## config.mk

```make
export PLATFORM = sky130hd
export DESIGN_NAME = vid_dispatch
export DESIGN_NICKNAME = d
export VERILOG_FILES = /design/src/core/vid_pkg.sv /design/src/core/vid_dispatch.sv
export VERILOG_INCLUDE_DIRS = /design/src /design/src/core
export SDC_FILE = /design/constraint.sdc
export NUM_CORES = 1
export LEC_CHECK = 0
export ABC_AREA = 1
export BUFFER_PORTS_ARGS = -buffer_cell sky130_fd_sc_hd__clkbuf_2
export CORE_ASPECT_RATIO = 1.25
export CORE_MARGIN = 5
export CORE_UTILIZATION = 52
export CTS_BUF_LIST = sky130_fd_sc_hd__clkbuf_8
export DETAILED_ROUTE_END_ITERATION = 10
export HOLD_SLACK_MARGIN = 0.1
export PLACE_DENSITY = 0.91
export SLEW_MARGIN = 25
export SYNTH_ARGS = -nofsm -noshare
export SYNTH_HDL_FRONTEND = slang
export SYNTH_SLANG_ARGS = --single-unit
```

## constraint.sdc

```tcl
create_clock -name clk -period 3.3 [get_ports clk]
set_clock_uncertainty 0.15 [all_clocks]
set_input_delay 0.33 -clock clk [delete_from_list [all_inputs] [get_ports clk]]
set_output_delay 0.33 -clock clk [all_outputs]
set_load 0.05 [all_outputs]
```

## src/core/vid_regs.svh

```systemverilog
/*
  Constants for the vectored interrupt dispatch block: table layout,
  rank slot offsets, widths. Assumes inclusion by core files only.
*/
`ifndef VID_REGS_SVH
`define VID_REGS_SVH
`define VID_PC_W         15
`define VID_PAGE_LAST    8'hFF
`define VID_TABLE_BASE   8'hE0
`define VID_OFS_TRAP     8'hFE
`define VID_OFS_NMI      8'hFC
`define VID_OFS_EXT      8'hFA
`define VID_OFS_IDLE     8'hF8
`define VID_OFS_CAPA     8'hF6
`define VID_OFS_CAPB     8'hF4
`define VID_OFS_SHIFT    8'hF2
`define VID_OFS_TWOWIRE  8'hF0
`define VID_OFS_PORTWK   8'hE2
`define VID_OFS_DEFAULT  8'hE0
`define VID_NSRC         8
`define VID_SRC_NMI      0
`define VID_SRC_EXT      1
`define VID_SRC_IDLE     2
`define VID_SRC_CAPA     3
`define VID_SRC_CAPB     4
`define VID_SRC_SHIFT    5
`define VID_SRC_TWOWIRE  6
`define VID_SRC_PORTWK   7
`define VID_NTW          5
`define VID_HI_MASK      8'h7F
`define VID_ONE_PAGE     7'h01
`endif

```

## src/core/vid_pkg.sv

```systemverilog
/*
  Types for the vectored interrupt dispatch block.
  Assumes vid_regs.svh is available on the include path.
*/
package vid_pkg;
  `include "vid_regs.svh"
  typedef enum logic [1:0] {VID_IDLE, VID_RDHI, VID_RDLO} vid_state_t;
  // Program memory read request toward the fetch port
  typedef struct packed {
    logic                 rd;
    logic [`VID_PC_W-1:0] addr;
  } vid_memreq_t;
  // Program counter load toward the core sequencer
  typedef struct packed {
    logic                 load;
    logic [`VID_PC_W-1:0] pc;
  } vid_pcload_t;
endpackage

```

## src/core/vid_dispatch.sv

```systemverilog
/*
  Vectored interrupt dispatch: arbitration on the dispatch instruction,
  vector table read from program memory, program counter load.
  Assumes the core sequencer pulses dispatchStart for one clk with the
  instruction address, and program memory returns the byte at
  memReq.addr within the same cycle that memReq.rd is high.
  The core gates the global enable before issuing a dispatch and clears
  the trap flag with trapClear; a new trap wins over a clear.
  A start while reading is dropped silently; one in the load cycle is accepted.
  All inputs are from logic on the same clock.
*/
// Overview of operation
// - On dispatch, jump via vector of highest enabled pending source.
// - Table holds up to 16 two-byte vectors at top of the page.
// - Dispatch at a page's last byte uses the next page's table.
// - Dispatch at 00FF to 01FE uses table 01E0 to 01FF, likewise after.
// - Vector is 15 bits, high byte at lower address of the pair.
// - Pairs rise by rank from E0/E1 upward in steps of two, except E2 to F0.
// - Software trap ranks highest, vector always at FE/FF.
// - Rank trap>NMI>pin>idle>capA>capB>shift>twowire>port>default.
// - Two-wire source requests on match, error, nack, stop or data ready.
// - Highest pending goes first; others wait for later dispatches.
// - Nothing active selects the default lowest entry.
// - Even result E0..FE replaces op address low byte; high byte kept, or plus one at FF.
// - Arbitration samples sources in the first dispatch cycle.
// - Maskable source active only with enable and pending set, two-wire also with enable and a condition.
// - Trap occurrence sets a hidden pending flag that wins arbitration.
`timescale 1ns/1ps
`include "vid_regs.svh"

module vid_dispatch
  import vid_pkg::*;
(
  input  wire logic                     clk,            // Core clock
  input  wire logic                     rstn,           // Async reset
  input  wire logic                     dispatchStart,  // Dispatch op, cycle 1
  input  wire logic [`VID_PC_W-1:0]     instrAddr,      // Dispatch op address
  input  wire logic                     trapOpcode,     // Trap op fetched
  input  wire logic                     trapClear,      // Clear trap pending
  input  wire logic [`VID_NSRC-1:0]     srcPending,     // Maskable pending
  input  wire logic [`VID_NSRC-1:0]     srcEnable,      // Maskable enables
  input  wire logic [`VID_NTW-1:0]      twoWireEvents,  // Two-wire conditions
  input  wire logic [7:0]               memData,        // Program memory data
  output vid_pkg::vid_memreq_t          memReq,         // Program memory read
  output vid_pkg::vid_pcload_t          pcLoad,         // PC load to core
  output logic                          busy,           // Dispatch in flight
  output logic                          trapPendingFlag,// Hidden trap flag
  output logic [7:0]                    selOffset       // Last arbitration byte
);
  import vid_pkg::*;

  // Sequencer, trap flag and result registers, each with its next value
  vid_state_t             state_reg, state_next;
  logic                   trap_reg, trap_next;
  logic [`VID_PC_W-1:0]   addr_reg, addr_next;
  logic [6:0]             hiByte_reg, hiByte_next;
  logic [7:0]             ofs_reg, ofs_next;
  logic                   load_reg, load_next;
  logic [`VID_PC_W-1:0]   pc_reg, pc_next;
  logic [`VID_NSRC-1:0]   active;
  logic [`VID_NSRC-1:0]   pendEff;
  logic [7:0]             arbOfs;

  // Rank slot offset of each maskable source, index 0 ranks highest
  function automatic logic [7:0] srcOfs(input int idx);
    case (idx)
      `VID_SRC_NMI:     srcOfs = `VID_OFS_NMI;
      `VID_SRC_EXT:     srcOfs = `VID_OFS_EXT;
      `VID_SRC_IDLE:    srcOfs = `VID_OFS_IDLE;
      `VID_SRC_CAPA:    srcOfs = `VID_OFS_CAPA;
      `VID_SRC_CAPB:    srcOfs = `VID_OFS_CAPB;
      `VID_SRC_SHIFT:   srcOfs = `VID_OFS_SHIFT;
      `VID_SRC_TWOWIRE: srcOfs = `VID_OFS_TWOWIRE;
      `VID_SRC_PORTWK:  srcOfs = `VID_OFS_PORTWK;
      default:          srcOfs = `VID_OFS_DEFAULT;
    endcase
  endfunction

  // Two-wire request is its pending bit ORed with all its conditions
  always_comb begin
    pendEff = srcPending;
    pendEff[`VID_SRC_TWOWIRE] = srcPending[`VID_SRC_TWOWIRE]
                              | (|twoWireEvents);
  end

  // Per-source gate; the core applies the global enable
  genvar g;
  generate
    for (g = 0; g < `VID_NSRC; g++) begin : gActive
      assign active[g] = pendEff[g] & srcEnable[g];
    end
  endgenerate

  // Trap overrides all; else first active by rank; else default slot
  always_comb begin
    arbOfs = `VID_OFS_DEFAULT;
    // Lowest index is visited last, so the highest rank wins
    for (int i = `VID_NSRC - 1; i >= 0; i--) begin
      if (active[i]) begin
        arbOfs = srcOfs(i);
      end
    end
    if (trap_reg) begin
      arbOfs = `VID_OFS_TRAP;
    end
  end

  // Trap flag: a new trap wins over a clear in the same cycle
  always_comb begin
    trap_next = trap_reg;
    if (trapClear) begin
      trap_next = 1'b0;
    end
    if (trapOpcode) begin
      trap_next = 1'b1;
    end
  end

  // Trap flag outlives any one dispatch, so it keeps its own registers
  always_ff @(posedge clk or negedge rstn) begin
    if (!rstn) begin
      trap_reg <= 1'b0;
    end else begin
      trap_reg <= trap_next;
    end
  end

  // Sequencer: accept, read high byte, read low byte
  always_comb begin
    state_next  = state_reg;
    addr_next   = addr_reg;
    hiByte_next = hiByte_reg;
    case (state_reg)
      VID_IDLE: begin
        if (dispatchStart) begin
          // Last byte of a page points the table into the next page
          if (instrAddr[7:0] == `VID_PAGE_LAST) begin
            addr_next = {instrAddr[`VID_PC_W-1:8] + `VID_ONE_PAGE,
                         arbOfs};
          end else begin
            addr_next = {instrAddr[`VID_PC_W-1:8], arbOfs};
          end
          state_next = VID_RDHI;
        end
      end
      VID_RDHI: begin
        // High byte first at the even address, its top bit dropped
        hiByte_next = 7'(memData & `VID_HI_MASK);
        addr_next   = {addr_reg[`VID_PC_W-1:1], 1'b1};
        state_next  = VID_RDLO;
      end
      VID_RDLO: begin
        // Low byte is taken by the result group in this cycle
        state_next = VID_IDLE;
      end
      default: begin
        state_next = VID_IDLE;
      end
    endcase
  end

  // Results to the core: offset on acceptance, target on completion
  always_comb begin
    ofs_next  = ofs_reg;
    load_next = 1'b0;
    pc_next   = pc_reg;
    case (state_reg)
      VID_IDLE: begin
        if (dispatchStart) begin
          // Sources sampled only here, later changes do not matter
          ofs_next = arbOfs;
        end
      end
      VID_RDLO: begin
        pc_next   = {hiByte_reg, memData};
        load_next = 1'b1;
      end
      default: begin
        load_next = 1'b0;
      end
    endcase
  end

  always_ff @(posedge clk or negedge rstn) begin
    if (!rstn) begin
      state_reg  <= VID_IDLE;
      addr_reg   <= '0;
      hiByte_reg <= '0;
    end else begin
      state_reg  <= state_next;
      addr_reg   <= addr_next;
      hiByte_reg <= hiByte_next;
    end
  end

  always_ff @(posedge clk or negedge rstn) begin
    if (!rstn) begin
      ofs_reg  <= `VID_OFS_DEFAULT;
      load_reg <= 1'b0;
      pc_reg   <= '0;
    end else begin
      ofs_reg  <= ofs_next;
      load_reg <= load_next;
      pc_reg   <= pc_next;
    end
  end

  // Read strobe is decoded from state; the address is a flip-flop
  assign memReq = '{
    rd:   (state_reg == VID_RDHI) || (state_reg == VID_RDLO),
    addr: addr_reg
  };
  assign pcLoad = '{
    load: load_reg,
    pc:   pc_reg
  };
  // Busy spans the load cycle so the core waits for the target
  assign busy            = (state_reg != VID_IDLE) || load_reg;
  assign trapPendingFlag = trap_reg;
  assign selOffset       = ofs_reg;
endmodule

```

==> run_results.csv <==
group,metric,value,unit
drt,initialDrtViolationCount,98,
clocking,clock_sink_count,43,
cells_and_area,antenna_cells_inserted,0,
sta,worst-slew-pin-transition,0.793,ns
sta,setup_total_negative_slack,0,ns
die,io_pins,91,
cells_and_area,final.fill_count,298,
cells_and_area,area_delta_synth_final,30.0,%
global_routing,first_global_vias,1630,
die,core_region_area,3720,µm²
worst_setup_path,cp.required,2.82,ns
yosys,netlist_instances,210,
placement,pre_cts_ws,1.41,ns
yosys,synthesis.yosys.warnings,0,
cells_and_area,finalInstanceArea,2540,µm²
worst_setup_path,critPathArrivalTime,1.58,ns
yosys,mean_post_synth_cell_area,9.31,µm²
drt,wl_per_cell,12.4,µm
worst_setup_path,timing.critical_path.from_type,"register",
clocking,clk_root_buffer_cell,"clkbuf_8",
cells_and_area,layout-drive-gt1-share,36.9,%
drt,postRouteWirelength,4180,µm
sta,timing.max_slew.rel_slack,47.1,%
status,outcome,"complete, no violations",
sta,hold_slack,0.112,ns
drt,routed_via_density,4.88,
cells_and_area,area_used_by_multi_input_combinational_logic,742,µm²
clocking,cts-buffers-inserted,5,
yosys,synth_top_area_share,55.0,%
pwr,power.density_cell_area,1170,nW/µm²
global_routing,globalRoute.totalOverflow,0,
sta,final_max_slew_viol_count,0,
pwr,leakage,1.39,nW
sta,layout_setup_ws,1.24,ns
die,placement_rows,25,
worst_setup_path,cp_max_fo,4,
sta,finalSetupViolCount,0,
placement,dpl-instance-area,2370,µm²
pwr,vdd_ir_drop_max,0.450,mV
worst_setup_path,r2r_slack,1.41,ns
yosys,synth_seq_cells,43,
yosys,synthTopCellsByArea,"dfrtp_1 (55%), nand2_1 (12%), mux2_2 (4.6%), o21ai_0 (4.1%), inv_1 (3.6%)",
clocking,cts_htree_levels,2,
sta,setup_repair_after_global_routing_missed_its_margin,"no",
cells_and_area,final-seq-area,1080,µm²
flow_run,drv_cap,0,
drt,firstDrtPassIters,4,
hold_path,hold_path_depth,3,
worst_setup_path,crit-reg2reg-launch,"state_reg[0]",
sta,min_period,2.06,ns
clocking,post_cts.resized_instances,0,
sta,finalHoldViolations,0,
clocking,cts_tree,"built",
placement,globalplace.congestion,0.756,
worst_setup_path,cp-endpoint,"busy",
worst_setup_path,worst_r2r_endpoint,"addr_reg[10]",
drt,drt_drc_violations_left,0,
global_routing,first_pass_grt_wire_length,6970,µm
yosys,yosys.area.top_type,"dfrtp_1",
sta,final.period_utilization,62.4,%
yosys,synth_sequential_area_ratio,55.0,%
worst_setup_path,worst_r2r_path_depth,8,
global_routing,grt_max_degree,44,
global_routing,gr_usage_total,17.5,%
yosys,netlist_area,1960,µm²
yosys,unique_masters_post_synth,26,
global_routing,antenna_violations_before_repair,0,
sta,fmax,486,MHz
placement,dp_hpwl,3320,µm
worst_setup_path,crit_path_start,"state_reg[0]",
cells_and_area,commonest_cells_after_routing_fill_and_taps_aside,"clkbuf_2 (85), nand2_1 (61), dfrtp_1 (43), inv_1 (19), o21ai_0 (16)",
worst_setup_path,criticalPathCategory,"reg2out",
placement,io_buffers,86,
die,initial_standard_cell_utilization_of_the_core,52.5,%
clocking,path_clk_slew,0.07,ns
clocking,clk_latency,0.29,ns
clocking,clockBufferDepth,2,
worst_setup_path,setup.worst_path.end_class,"primary output",
cells_and_area,layout_commonest_cell,"clkbuf_2",
cells_and_area,largest_register_ff_count,15,
cells_and_area,num-nets-final,351,
die,die_height,78.6,µm
hold_path,min_path_type,"in2reg",
drt,num_vias,1648,
die,dieArea,5090,µm²
die,die_w,64.9,µm
drt,detail-route-antenna-nets,0,
==> cells by family (layout without fill, tap and decap cells) <==
group	count (synthesis)	in the layout	synth area share, %
buf+inv	31	117	7.42
mux	8	8	4.61
flops	43	43	55.0
fa+ha+maj	5	5	3.20
xor+xnor	4	4	1.79
other cells	2	4	0.384
compound gates	32	32	9.15
simple gates	85	85	18.4
==> Yosys cell counts (all sizes together) <==
library cell and count:
a21oi 9, a22o 4, a31oi 1, buf 9
clkbuf 2, conb 2, dfrtp 43, ha 5
inv 20, mux2 8, nand2 62, nand3 2
nand4 3, nor2 17, o21ai 17, o21bai 1
or2 1, xnor2 3, xor2 1
==> worst min-delay path by stage <==
| stage | startpoint | endpoint |
|---|---|---|
| 6_report | memData[1] | hiByte_reg[1] |
| 5_1_grt | memData[7] | pc_reg[7] |
| 4_1_cts | memData[7] | pc_reg[7] |
| 3_5_place_dp | selOffset[4] | selOffset[4] |
| 3_3_place_gp | selOffset[1] | selOffset[1] |
| 2_1_floorplan | rstn | addr_reg[0] |
==> power by group <==
part           leakage, nW  switching [mW]  internal, mW
Sequential           0.514           0.125         0.781
Clock               0.0644           0.175         0.302
Combinational        0.816            1.22         0.374
Total                 1.39            1.52          1.46
==> final cells by class <==
| cell class | count | area share [%] |
|---|---|---|
| clock buffers | 5 | 2.71 |
| flip-flops and latches | 43 | 42.3 |
| inverters | 20 | 2.95 |
| well taps | 40 | 1.97 |
| clock inverters | 3 | 2.66 |
| repair buffers | 89 | 18.2 |
| multi-input cells | 138 | 29.2 |
==> critical path, cell delays in order, from the launching register on <==
cell and delay [ns]:
dfrtp_1 0.39, inv_1 0.13, ha_1 0.20, inv_1 0.07, or2_2 0.27, clkbuf_2 0.24
==> metal layers <==
| metal | routed length, µm | part of all wire (%) | global-route usage (%) |
|---|---|---|---|
| met5 | 0 | 0 | 0 |
| met4 | 55 | 1.3 | 5.92 |
| met3 | 360 | 8.6 | 6.29 |
| met2 | 2100 | 50 | 29.9 |
| met1 | 1670 | 40 | 20.0 |
==> what timing repair did <==
action,4_1_cts,5_1_grt
endpoints found under the hold margin,44,0
buffers inserted,0,0
hold buffers,3,0
==> through the flow <==
| step | power (mW) | std cells | utilization [%] |
|---|---|---|---|
| finish | 2.98 | 338 | 68.3 |
| global route | 3.15 | 338 | 68.3 |
| CTS | 3.01 | 338 | 68.2 |
| detailed placement | 2.53 | 327 | 63.8 |
| global placement | 2.48 | 327 | 63.8 |
| floorplan | 2.17 | 212 | - |
(Power assumes the default switching activity.)
